===== config.mk =====
export PLATFORM = sky130hd
export DESIGN_NAME = rom_top
export DESIGN_NICKNAME = d
export VERILOG_FILES = /design/src/pkg/rom_pkg.sv /design/src/verilog/rom_top.sv
export SDC_FILE = /design/constraint.sdc
export NUM_CORES = 1
export LEC_CHECK = 0
export BUFFER_PORTS_ARGS = -buffer_cell sky130_fd_sc_hd__buf_2
export CAP_MARGIN = 40
export CORE_MARGIN = 4
export CORE_UTILIZATION = 57
export DETAILED_ROUTE_END_ITERATION = 8
export GPL_TIMING_DRIVEN = 0
export PLACE_DENSITY = 0.88
export SLEW_MARGIN = 20
export SYNTH_ARGS = -nofsm -noshare
export SYNTH_HDL_FRONTEND = slang
export SYNTH_SLANG_ARGS = --single-unit
export TNS_END_PERCENT = 10

===== constraint.sdc =====
create_clock -name mclk_i -period 5.4 [get_ports mclk_i]
set_input_delay 1.08 -clock mclk_i [delete_from_list [all_inputs] [get_ports mclk_i]]
set_output_delay 1.08 -clock mclk_i [all_outputs]
set_load 0.005 [all_outputs]

===== src/pkg/rom_pkg.sv =====
// Package for the relay output matrix and supervision block.
// Holds parameter codes of the parallel parameter port, reset values,
// selector encodings and timing figures; no logic lives here.
package rom_pkg;
  // Clock rate of mclk_i
  localparam int unsigned CLK_HZ          = 25_000_000;
  // Blink half period of the ready indicator, in ms
  localparam int unsigned BLINK_HALF_MS   = 250;
  localparam int unsigned BLINK_HALF_CYC  = CLK_HZ / 1000 * BLINK_HALF_MS;
  // Restart pulse length and recovery settle time, in us
  localparam int unsigned RESTART_US      = 1000;
  localparam int unsigned RESTART_CYC     = CLK_HZ / 1_000_000 * RESTART_US;
  localparam int unsigned SETTLE_US       = 10000;
  localparam int unsigned SETTLE_CYC      = CLK_HZ / 1_000_000 * SETTLE_US;

  // Parameter codes on the parameter port
  localparam logic [7:0] P_MEAS_U0     = 8'h01; // Residual voltage
  localparam logic [7:0] P_MEAS_I0     = 8'h02; // Earth-fault current
  localparam logic [7:0] P_MEAS_IDIR   = 8'h03; // Directional current
  localparam logic [7:0] P_MEAS_ANGLE  = 8'h04; // Phase angle
  localparam logic [7:0] P_BIN_STATE   = 8'h05; // Binary input state
  localparam logic [7:0] P_STAGE_BASE  = 8'h11; // Six stage flags
  localparam logic [7:0] P_CONT_BASE   = 8'h17; // Four contact states
  localparam logic [7:0] P_REC_BASE    = 8'h21; // Ten recorded flags
  localparam logic [7:0] P_ENABLE      = 8'h41; // Global contact enable
  localparam logic [7:0] P_GROUP_BASE  = 8'h51; // Six routing groups
  localparam logic [7:0] P_BIN_FUNC    = 8'h60; // Binary input function
  localparam logic [7:0] P_NOM_VOLT    = 8'h61; // Nominal voltage select
  localparam logic [7:0] P_REC_TRIG    = 8'h62; // Recorder trigger select
  localparam logic [7:0] P_REC_CLEAR   = 8'h63; // Recorded flag clear mask
  localparam logic [7:0] P_FAULT_CLEAR = 8'h64; // Fault message clear
  localparam logic [7:0] P_FAULT_CODE  = 8'h65; // Last fault code

  // Phase angle stand-in when the inputs are too small
  localparam logic [15:0] ANGLE_INVALID = 16'h03E7;
  // Routing group reset: trip groups to both trip contacts,
  // start groups to both signalling contacts
  localparam logic [3:0] GRP_TRIP_RST  = 4'h3;
  localparam logic [3:0] GRP_START_RST = 4'hC;
  localparam logic       ENABLE_RST    = 1'h1;
  localparam logic [1:0] NOM_VOLT_RST  = 2'h0;

  // Binary input functions
  typedef enum logic [1:0] {
    ROM_BI_NONE,
    ROM_BI_BLOCK,
    ROM_BI_UNLATCH,
    ROM_BI_SETTINGS
  } rom_bi_func_t;
endpackage : rom_pkg


===== src/verilog/rom_top.sv =====
// Output matrix, recorded flags and self-supervision of the relay.
// Assumes measured values, stage flags and the fault detector arrive
// synchronous to mclk_i; the host reaches it over the parameter port.
//
// Contract
// - Binary input parameter reads 1 when energized
// - Measured values readable, read-only
// - Invalid phase angle reads as +999
// - Six readable stage start/trip flags
// - Host reads and writes each contact state
// - Rising source sets its recorded flag
// - One enable bit gates the four output contacts, not the supervision relay
// - Fault first answered by a restart attempt
// - Permanent fault: blink, supervision contact, message
// - Fault blocks all other contacts
// - Fault indication overrides other indications
// - Fault clear ignored while ready blinks
// - Fault gone: normal contact, message stays
// - Fault code holds last detected fault
// - Binary input function chosen by selector
// - Binary input may trigger disturbance recorder
// - Switches 1,2 route trips to trip contacts
// - Factory trips drive both trip contacts
// - Switches 3,4 route to signalling contacts
// - Factory starts drive both signalling contacts
// - Supervision relay energized unless permanent fault
// - Nominal voltage selection applied from setting
`timescale 1ns/1ps
`default_nettype none

module rom_top #(
  parameter int unsigned DW          = 16,  // Parameter data width
  parameter int unsigned NSTAGE      = 3,   // Protection stages
  parameter int unsigned BLINK_CYC   = rom_pkg::BLINK_HALF_CYC,
  parameter int unsigned RESTART_CYC = rom_pkg::RESTART_CYC,
  parameter int unsigned SETTLE_CYC  = rom_pkg::SETTLE_CYC
) (
  input  wire logic              mclk_i,        // System clock
  input  wire logic              rst_b_i,       // Async reset, low
  input  wire logic [15:0]       meas_u0_i,     // Residual voltage
  input  wire logic [15:0]       meas_i0_i,     // Earth-fault current
  input  wire logic [15:0]       meas_idir_i,   // Directional current
  input  wire logic [15:0]       meas_angle_i,  // Phase angle
  input  wire logic              angle_ok_i,    // Angle evaluable
  input  wire logic              bin_in_i,      // Binary input level
  input  wire logic [NSTAGE-1:0] stage_start_i, // Stage starts
  input  wire logic [NSTAGE-1:0] stage_trip_i,  // Stage trips
  input  wire logic              fault_i,       // Fault detector
  input  wire logic [7:0]        fault_code_i,  // Fault type
  input  wire logic              par_rd_i,      // Parameter read
  input  wire logic              par_wr_i,      // Parameter write
  input  wire logic [7:0]        par_sel_i,     // Parameter code
  input  wire logic [DW-1:0]     par_wdata_i,   // Write data
  output logic [DW-1:0]          par_rdata_o,   // Read data
  output logic                   par_ack_o,     // Access done
  output logic                   trip_a_o,      // Trip contact a
  output logic                   trip_b_o,      // Trip contact b
  output logic                   sig_a_o,       // Signal contact a
  output logic                   sig_b_o,       // Signal contact b
  output logic                   sup_energ_o,   // Supervision coil
  output logic                   ready_led_o,   // Ready indicator
  output logic                   fault_msg_o,   // Fault message shown
  output logic [1:0]             ind_o,         // Start/trip indicators
  output logic                   restart_o,     // Self restart request
  output logic                   ext_block_o,   // External blocking
  output logic                   set_bank_o,    // Remote settings bank
  output logic                   rec_trig_o,    // Recorder trigger
  output logic [1:0]             nom_volt_o     // Nominal voltage code
);
  localparam int unsigned NSIG = 2 * NSTAGE;  // Stage flags
  localparam int unsigned NREC = NSIG + 4;    // Recorded sources

  // Refuse shapes the parameter map cannot carry
  if (NSTAGE != 3 || DW < 16 || BLINK_CYC < 1 || RESTART_CYC < 1
      || SETTLE_CYC < 1) begin : g_bad
    $error("rom_top: unsupported parameter values");
  end

  typedef enum logic [1:0] {
    ROM_OK,
    ROM_RESTART,
    ROM_SETTLE,
    ROM_PERM
  } rom_sup_t;

  // Range decode, used for every indexed parameter family
  function automatic logic in_rng(input logic [7:0] sel,
                                  input logic [7:0] base,
                                  input int unsigned n);
    in_rng = (sel >= base) && ({24'h0, sel} < {24'h0, base} + n);
  endfunction : in_rng

  logic [NSIG-1:0]  stage_r;     // Bit 2k start, 2k+1 trip
  logic [NSIG-1:0]  stage_nxt;   // Stage flags, not yet sampled
  logic             bin_r;       // Sampled binary input
  logic [3:0]       force_r;     // Host-written contact states
  logic [3:0]       cont_r;      // Physical contact states
  logic [3:0]       cont_nxt;    // Next contact states
  logic [3:0]       routed;      // Matrix outputs
  logic [NREC-1:0]  rec_r;       // Recorded flags
  logic             en_r;        // Global contact enable
  logic [3:0]       grp_r [NSIG]; // Routing groups
  logic [1:0]       bi_func_r;   // Binary input function
  logic             trig_sel_r;  // Recorder trigger select
  logic [7:0]       code_r;      // Last fault code
  logic             fault_q_r;   // Fault level, last cycle
  rom_sup_t         sup_r;       // Supervision state
  logic [31:0]      tmr_r;       // Restart and settle timer
  logic [31:0]      blink_r;     // Blink divider
  logic             blinking;    // Ready indicator blinking

  assign blinking  = (sup_r == ROM_PERM);
  assign stage_nxt = {stage_trip_i[2], stage_start_i[2],
                      stage_trip_i[1], stage_start_i[1],
                      stage_trip_i[0], stage_start_i[0]};

  // Routing matrix: each contact ORs the stages whose switch is set
  for (genvar c = 0; c < 4; c++) begin : g_route
    logic [NSIG-1:0] hit;
    for (genvar s = 0; s < NSIG; s++) begin : g_sig
      assign hit[s] = stage_r[s] & grp_r[s][c];
    end
    assign routed[c] = |hit;
  end

  // Fault blocks everything but the supervision relay
  assign cont_nxt = (routed | force_r) & {4{en_r & ~fault_i}};

  // Input sampling and contact drive; state reflects the contact
  always_ff @(posedge mclk_i or negedge rst_b_i) begin
    if (!rst_b_i) begin
      stage_r   <= '0;
      bin_r     <= 1'b0;
      fault_q_r <= 1'b0;
      cont_r    <= '0;
    end else begin
      stage_r   <= stage_nxt;
      bin_r     <= bin_in_i;
      fault_q_r <= fault_i;
      cont_r    <= cont_nxt;
    end
  end
  assign {sig_b_o, sig_a_o, trip_b_o, trip_a_o} = cont_r;

  // Recorded flags; a new rising edge wins over a same-cycle clear
  always_ff @(posedge mclk_i or negedge rst_b_i) begin
    if (!rst_b_i) begin
      rec_r <= '0;
    end else begin
      if (par_wr_i && par_sel_i == rom_pkg::P_REC_CLEAR) begin
        rec_r <= rec_r & ~par_wdata_i[NREC-1:0];
      end
      for (int i = 0; i < NREC; i++) begin
        if (i < NSIG) begin
          if (stage_nxt[i] && !stage_r[i]) begin
            rec_r[i] <= 1'b1;
          end
        end else if (cont_nxt[i-NSIG] && !cont_r[i-NSIG]) begin
          rec_r[i] <= 1'b1;
        end
      end
    end
  end

  // Host-forced contact states; unlatch via binary input drops them
  always_ff @(posedge mclk_i or negedge rst_b_i) begin
    if (!rst_b_i) begin
      force_r <= '0;
    end else if (bin_in_i && !bin_r
                 && bi_func_r == 2'(rom_pkg::ROM_BI_UNLATCH)) begin
      force_r <= '0;
    end else if (par_wr_i && in_rng(par_sel_i, rom_pkg::P_CONT_BASE, 4)) begin
      force_r[2'(par_sel_i - rom_pkg::P_CONT_BASE)] <= par_wdata_i[0];
    end
  end

  // Settings registers: enable, groups, selectors
  always_ff @(posedge mclk_i or negedge rst_b_i) begin
    if (!rst_b_i) begin
      en_r       <= rom_pkg::ENABLE_RST;
      bi_func_r  <= 2'(rom_pkg::ROM_BI_NONE);
      trig_sel_r <= 1'b0;
      nom_volt_o <= rom_pkg::NOM_VOLT_RST;
      for (int s = 0; s < NSIG; s++) begin
        grp_r[s] <= s[0] ? rom_pkg::GRP_TRIP_RST
                         : rom_pkg::GRP_START_RST;
      end
    end else if (par_wr_i) begin
      if (par_sel_i == rom_pkg::P_ENABLE) begin
        en_r <= par_wdata_i[0];
      end
      if (par_sel_i == rom_pkg::P_BIN_FUNC) begin
        bi_func_r <= par_wdata_i[1:0];
      end
      if (par_sel_i == rom_pkg::P_REC_TRIG) begin
        trig_sel_r <= par_wdata_i[0];
      end
      if (par_sel_i == rom_pkg::P_NOM_VOLT) begin
        nom_volt_o <= par_wdata_i[1:0];
      end
      if (in_rng(par_sel_i, rom_pkg::P_GROUP_BASE, NSIG)) begin
        grp_r[3'(par_sel_i - rom_pkg::P_GROUP_BASE)] <= par_wdata_i[3:0];
      end
    end
  end

  // Binary input side functions
  always_ff @(posedge mclk_i or negedge rst_b_i) begin
    if (!rst_b_i) begin
      ext_block_o <= 1'b0;
      set_bank_o  <= 1'b0;
      rec_trig_o  <= 1'b0;
    end else begin
      ext_block_o <= bin_in_i
                     && bi_func_r == 2'(rom_pkg::ROM_BI_BLOCK);
      set_bank_o  <= bin_in_i
                     && bi_func_r == 2'(rom_pkg::ROM_BI_SETTINGS);
      rec_trig_o  <= trig_sel_r && bin_in_i && !bin_r;
    end
  end

  // Supervision: restart first, declare permanent only if it persists
  always_ff @(posedge mclk_i or negedge rst_b_i) begin
    if (!rst_b_i) begin
      sup_r <= ROM_OK;
      tmr_r <= '0;
    end else begin
      unique case (sup_r)
        ROM_OK: begin
          if (fault_i) begin
            sup_r <= ROM_RESTART;
            tmr_r <= '0;
          end
        end
        ROM_RESTART: begin
          if (tmr_r == RESTART_CYC - 1) begin // Fixed restart pulse
            sup_r <= ROM_SETTLE;
            tmr_r <= '0;
          end else begin
            tmr_r <= tmr_r + 32'h1;
          end
        end
        ROM_SETTLE: begin
          if (!fault_i) begin // Recovered by the restart
            sup_r <= ROM_OK;
          end else if (tmr_r == SETTLE_CYC - 1) begin
            sup_r <= ROM_PERM;
          end else begin
            tmr_r <= tmr_r + 32'h1;
          end
        end
        ROM_PERM: begin
          if (!fault_i) begin
            sup_r <= ROM_OK;
          end
        end
      endcase
    end
  end

  // Supervision outputs and the blink divider
  always_ff @(posedge mclk_i or negedge rst_b_i) begin
    if (!rst_b_i) begin
      blink_r     <= '0;
      ready_led_o <= 1'b0;
      sup_energ_o <= 1'b0;
      restart_o   <= 1'b0;
    end else begin
      restart_o   <= (sup_r == ROM_RESTART);
      sup_energ_o <= !blinking;
      if (!blinking) begin
        blink_r     <= '0;
        ready_led_o <= 1'b1;    // Steady when healthy
      end else if (blink_r == BLINK_CYC - 1) begin
        blink_r     <= '0;
        ready_led_o <= !ready_led_o;
      end else begin
        blink_r     <= blink_r + 32'h1;
      end
    end
  end

  // Fault message latch; survives recovery, cleared only when steady
  always_ff @(posedge mclk_i or negedge rst_b_i) begin
    if (!rst_b_i) begin
      fault_msg_o <= 1'b0;
    end else if (blinking) begin
      fault_msg_o <= 1'b1;
    end else if (par_wr_i && par_sel_i == rom_pkg::P_FAULT_CLEAR) begin
      fault_msg_o <= 1'b0;
    end
  end

  // Fault code, overwritten on every new detection
  always_ff @(posedge mclk_i or negedge rst_b_i) begin
    if (!rst_b_i) begin
      code_r <= '0;
    end else if (fault_i && !fault_q_r) begin
      code_r <= fault_code_i;
    end
  end

  // Start/trip indicators, suppressed under a fault message
  always_ff @(posedge mclk_i or negedge rst_b_i) begin
    if (!rst_b_i) begin
      ind_o <= '0;
    end else if (fault_msg_o || blinking) begin
      ind_o <= '0;
    end else begin
      ind_o <= {|(stage_r & 6'h2A), |(stage_r & 6'h15)};
    end
  end

  // Parameter read port; one-cycle ack, unmapped codes read zero
  always_ff @(posedge mclk_i or negedge rst_b_i) begin
    if (!rst_b_i) begin
      par_rdata_o <= '0;
      par_ack_o   <= 1'b0;
    end else begin
      par_ack_o <= par_rd_i || par_wr_i;
      if (par_rd_i) begin
        par_rdata_o <= '0;
        unique case (1'b1)
          par_sel_i == rom_pkg::P_MEAS_U0:
            par_rdata_o[15:0] <= meas_u0_i;
          par_sel_i == rom_pkg::P_MEAS_I0:
            par_rdata_o[15:0] <= meas_i0_i;
          par_sel_i == rom_pkg::P_MEAS_IDIR:
            par_rdata_o[15:0] <= meas_idir_i;
          par_sel_i == rom_pkg::P_MEAS_ANGLE:
            par_rdata_o[15:0] <= angle_ok_i ? meas_angle_i
                                 : rom_pkg::ANGLE_INVALID;
          par_sel_i == rom_pkg::P_BIN_STATE: par_rdata_o[0] <= bin_r;
          in_rng(par_sel_i, rom_pkg::P_STAGE_BASE, NSIG):
            par_rdata_o[0] <= stage_r[3'(par_sel_i
                              - rom_pkg::P_STAGE_BASE)];
          in_rng(par_sel_i, rom_pkg::P_CONT_BASE, 4):
            par_rdata_o[0] <= cont_r[2'(par_sel_i
                              - rom_pkg::P_CONT_BASE)];
          in_rng(par_sel_i, rom_pkg::P_REC_BASE, NREC):
            par_rdata_o[0] <= rec_r[4'(par_sel_i
                              - rom_pkg::P_REC_BASE)];
          par_sel_i == rom_pkg::P_ENABLE: par_rdata_o[0] <= en_r;
          in_rng(par_sel_i, rom_pkg::P_GROUP_BASE, NSIG):
            par_rdata_o[3:0] <= grp_r[3'(par_sel_i
                                - rom_pkg::P_GROUP_BASE)];
          par_sel_i == rom_pkg::P_BIN_FUNC: par_rdata_o[1:0] <= bi_func_r;
          par_sel_i == rom_pkg::P_NOM_VOLT: par_rdata_o[1:0] <= nom_volt_o;
          par_sel_i == rom_pkg::P_REC_TRIG: par_rdata_o[0] <= trig_sel_r;
          par_sel_i == rom_pkg::P_FAULT_CLEAR: par_rdata_o[0] <= fault_msg_o;
          par_sel_i == rom_pkg::P_FAULT_CODE:
            par_rdata_o[7:0] <= code_r;
          default: par_rdata_o <= '0; // Unmapped code
        endcase
      end
    end
  end
endmodule : rom_top

`default_nettype wire

## Yosys cells after proc, flatten, opt, wreduce, memory -nomap -nowiden

Cells that the tools add are included.

| cells by class | value |
|---|---|
| div/mod/pow operators | 0 |
| magnitude comparators | 14 |
| shift-type cells | 0 |
| add/sub/neg operators | 6 |
| reduce and logical (&&, ||, !) cells | 69 |
| $mul | 0 |
| bitwise gates (word level) | 31 |
| multiplexer cells | 52 |
| equal/unequal tests | 28 |

Operators with widths:

| kind | number |
|---|---|
| $mux 32 | 6 |
| $pmux 32 s3 | 1 |
| $add 32x1->32 const B | 2 |
| $eq 8x7->1 const B | 7 |
| $eq 32x15->1 const B | 1 |
| $eq 32x18->1 const B | 1 |
| $eq 32x23->1 const B | 1 |
| $pmux 8 s4 | 1 |
| $logic_and 1x1->1 | 26 |
| $and 1x1->1 | 25 |
| $bwmux 24 | 1 |
| $reduce_bool 2->1 | 12 |
| $reduce_or 6->1 | 4 |
| $mux 4 | 5 |
| $pmux 4 s5 | 1 |
| $mux 1 | 18 |
| $eq 8x2->1 const B | 2 |
| $eq 8x3->1 const B | 2 |
| $ge 8x5->1 const B | 2 |
| $lt 8x5->1 const B | 2 |
| $mux 16 | 1 |
| $pmux 1 s15 | 1 |
| $logic_not 1->1 | 14 |
| $bmux 4 s3 | 1 |
| 42 further kinds | 63 |

| word-level totals | value |
|---|---|
| memories | 0 |
| flip-flop bits (word level) | 156 |
| bits in writable memories | 0 |
| bits in latches | 0 |
| bits in read-only memories | 0 |

## Depth between registers and ports, before layout

| depth | value |
|---|---|
| depth after elaboration | 8 |
| depth in mapped cells | 10 |

## Worst setup path after synthesis

OpenSTA, ideal clock, no wires.

| timing path | value |
|---|---|
| path kind | input to register |
| from | input port par_sel_i[0] |
| to | register grp_r[2] in the netlist's numbering |
| setup time | 0.127 ns |
| path slack | 1.741 ns |
| stages on the path | 10 |
| path buffers | 3 |
| arrival | 3.532 ns |
| cells stage by stage | buf_2 buf_1 inv_1 ha_1 or3b_1 and3_1 clkbuf_1 nand2_1 nor3_1 mux2_1 |

| between the ends | value |
|---|---|
| longest elaborated chain between the ends | 7 |
| elaborated cells on any way between the ends | 12 |
| those cells by class | add/sub: 1; order compare: 4; mux: 3; bitwise: 1; reduce/logical: 3 |

RTL lines:

| element | line | source |
|---|---|---|
| from (decl) | rom_top.sv:52 | `input wire logic [7:0] par_sel_i,` |
| $sub 3x1->3 | rom_top.sv:202 | `grp_r[3'(par_sel_i - rom_pkg::P_GROUP_BASE)] <= par_wdata_i[3:0];` |
| $not 3->4 (implied by the code) | rom_top.sv:202 |  |
| $ge 4x4->1 (implied by the code) / $lt 4x1->1 (equally long branches) | rom_top.sv:202 |  |
| $logic_and 1x1->1 (implied by the code) | rom_top.sv:202 |  |
| $mux 4 (implied by the code) | rom_top.sv:202 |  |
| $demux 4 s3 | rom_top.sv:202 |  |
| $bwmux 24 | rom_top.sv:202 |  |
| to (signal, indexed assignment) | rom_top.sv:185 | `grp_r[s] <= s[0] ? rom_pkg::GRP_TRIP_RST` |
| to (signal, indexed assignment) | rom_top.sv:202 |  |
| to (decl) | rom_top.sv:102 | `logic [3:0] grp_r [NSIG];` |

Parallel ways exist; a longest one is shown, timed or not.
A chain may end at the register's enable or synchronous reset.

## Final worst setup path

| timing path | value |
|---|---|
| from | input port par_sel_i[0] |
| to | register par_rdata_o[2] |

| between the ends | value |
|---|---|
| longest elaborated chain between the ends | 6 |
| elaborated cells on any way between the ends | 14 |
| those cells by class | add/sub: 1; order compare: 2; eq/ne: 5; mux: 4; bitwise: 1; reduce/logical: 1 |

RTL lines:

| element | line | source |
|---|---|---|
| $sub 3x1->3 | rom_top.sv:346 | `- rom_pkg::P_GROUP_BASE)];` |
| $not 3->4 (implied by the code) | rom_top.sv:345 | `par_rdata_o[3:0] <= grp_r[3'(par_sel_i` |
| $bmux 4 s3 | rom_top.sv:345 |  |
| $mux 4 (implied by the code) (2 in a row) | rom_top.sv:345 |  |
| $pmux 2 s6 * | rom_top.sv:323 | `unique case (1'b1)` |
| to (signal assigned) | rom_top.sv:325 | `par_rdata_o[15:0] <= meas_u0_i;` |
| to (signal assigned) | rom_top.sv:327 | `par_rdata_o[15:0] <= meas_i0_i;` |
| to (signal assigned) | rom_top.sv:345 |  |
| to (decl) | rom_top.sv:54 | `output logic [DW-1:0] par_rdata_o,` |

Mark *: on every way between the ends. The rest lies on a longest branch, timed or not. The select of a mux whose other input is x is not followed.

==> flow_metrics.tcl <==
set metrics [dict create \
    status "finished, final reports clean" \
    drv_slew 0 \
    layout.nets 1128 \
    io_pins 141 \
    syn_nets 975 \
    clock-root-buffer "clkbuf_16" \
    cp.required_ns 5.74 \
    yosysTopAreaCellShare_pct 41.8 \
    postLayoutCoreUtil_pct 68.7 \
    setup_viol 0 \
    drv_cap 0 \
    fill_cells 1103 \
    htree_levels 4 \
    path_cells "buf_2, buf_2, buf_1, inv_1, ha_1, clkbuf_1, buf_1, nor2_1, a2111oi_0, o221ai_1, a31oi_1" \
    power.leakage_nw 4.40 \
    core_um2 14600 \
    clk_path_buf_depth 2 \
    hpwl_mm 16.7 \
    holdBufCountCts 0 \
    endpoint "par_rdata_o[2]" \
    via_per_inst 6.38 \
    cts_sinks 156 \
    relSlewSlack_pct 46.4 \
    drc 0 \
    irDropWorstVdd_uv 238 \
    cts_inserted_buffers 17 \
    synth_edf_count 0 \
    yosysSeqAreaShare_pct 45.8 \
    max_stage_delay_ns 0.53 \
    rr_startpoint "tmr_r[9]" \
    end_kind "flip-flop" \
    ys_ff_latch 156 \
    crit_slowest_cell "ha_1" \
    track_usage_pct 27.2 \
    ys_types 78 \
    die_area_um2 17000 \
    power_density_nw_per_um2 262 \
    drive_gt1_share_pct 21.8 \
    fin_tns_setup_ns 0 \
    wl_per_cell_um 19.4 \
    seq_area_um2 3920 \
    place_congestion 0.922 \
    yosys.cell_count.top_type "dfrtp_1" \
    ys.flop_type "dfrtp_1" \
    wl_met2_mm 11.5 \
    wl_met3_mm 1.80 \
    worst_slew_pin_slew_ns 0.796 \
    n_antenna_cell 0 \
    crit_start "par_sel_i[0]" \
    yosysWarnings 0 \
    cts_resized 0 \
    die_y_um 131 \
    die_x_um 131 \
    vias 7672 \
    grt_max_degree 102 \
    cp_max_fo 10 \
    cts_setup_buffers 0 \
    synth_area_leader_cell "dfrtp_1" \
    rows 44 \
    grt_pass1_wl_mm 36.8 \
    start_util_pct 58.4 \
    synthCells 852 \
    fmax_mhz 234 \
    arrival_ns 4.62 \
    hold_viol_final 0 \
    cts_tree "yes" \
    crit_buf_inv 6 \
    syn2layout_area_growth_pct 17.6 \
    hold_class "flip-flop to flip-flop" \
    finalCritPeriodShare_pct 79.2 \
    synth_common_cells "dfrtp_1 (143), nor2_1 (92), nand2_1 (53), nand3_1 (39), inv_1 (34)" \
    overflow 0 \
    syn_area_um2 8560 \
    highest_layer "met4" \
    crit_cells 11 \
    crit_family "buffers and inverters" \
    antenna_found_initial 0 \
    rsz0062_at_grt "no" \
    drt-total-wl_mm 23.3 \
    drtIter0Drc 984 \
    clock_latency_ns 0.43 \
    numPortBuffers 133 \
    r2r-end "tmr_r[15]" \
    drt-met1-wl_mm 9.46 \
    ant_nets 0 \
    fin_skew_ns 0.00849 \
    async_flop_share_pct 100 \
    start_kind "input pin" \
    grt_pass1_vias 7432 \
    multi_input_area_um2 4310 \
    first_pass_iters 6 \
    r2r_setup_slack_ns 2.67 \
    avgSynthCellArea_um2 10.0 \
    synth_area_leaders "dfrtp_1 (42%), nor2_1 (4.0%), dfstp_2 (4.0%)" \
    path_class "input pin to flip-flop" \
    clk_pin_slew_ns 0.06 \
    r2r_cells 6 \
    min_period_ns 4.28 \
]
## kinds of logic after synthesis
family | share of synthesized area [%]
xor+xnor | 4.48
buf+inv | 3.76
simple gates | 21.8
fa+ha+maj | 2.05
mux | 7.21
compound gates | 14.9
flops | 45.8
## routing by layer
layer,GRT usage [%],vias to the layer above
met2,46.4,390
li1,-,3490
met5,0,-
met3,5.49,53
met1,34.5,3739
met4,9.68,0
## flip-flops by register name (all words and copies together), names as in the netlist, 4 cells and up
signal / count
par_rdata_o: 16
grp_r: 24
code_r: 8
blink_r: 32
stage_r: 6
cont_r: 4
rec_r: 10
tmr_r: 32
force_r: 4
## layout make-up
class | instances | share of cell area (%)
multi-input combinational | 617 | 42.9
buffer | 45 | 1.93
inverter | 34 | 1.27
clock inverter | 11 | 1.19
sequential | 156 | 39.0
clock buffer | 21 | 4.48
timing repair buffer | 134 | 6.99
tap | 184 | 2.29
## layout by cell type (no fill, tap or decap), types with 15 or more instances in the layout
cell type	instances
and3_1	24
dfrtp_1	143
nand3_1	39
a31oi_1	18
buf_2	143
a21oi_1	22
nand2_1	53
nand4_1	15
xnor2_1	30
clkbuf_1	32
a22oi_1	30
clkbuf_16	17
nor2_1	92
inv_1	34
mux2_1	27
nor4_1	23
## through the flow
step,instances,setup WS (ns),cell area (µm²),hold WS (ns),total power [mW]
finish,1202,1.12,10100,0.497,2.63
global route,1202,0.851,10100,0.517,2.72
CTS,1202,1.19,10100,0.497,2.64
detailed placement,1170,0.764,9490,0.482,1.49
global placement,1169,0.774,9450,0.476,1.48
floorplan,852,1.74,8560,0.445,1.36
## how the worst min path moves through the flow
stage | start | to | cells after the start
detailed placement | rec_r[7] | rec_r[7] | 1
global placement | blink_r[0] | blink_r[0] | 1
floorplan | bi_func_r[1] | ext_block_o | 1
global route | rec_r[9] | rec_r[9] | 1
finish | blink_r[0] | blink_r[0] | 1
CTS | blink_r[0] | blink_r[0] | 1
## power breakdown
part	leakage, nW	internal [mW]	switching [mW]	total [mW]
logic	2.13	0.0967	0.132	0.228
registers	1.99	1.21	0.0305	1.24
clock network	0.273	0.690	0.473	1.16
## worst reg2reg max path, cell delays in order (launching register included)
cell and delay [ns]:
dfrtp_1 0.44, nor4b_1 0.53, nand3_1 0.28, nor4_4 0.65, nor3b_2 0.21, buf_6 0.20
a221o_1 0.30
(Power assumes the default switching activity.)
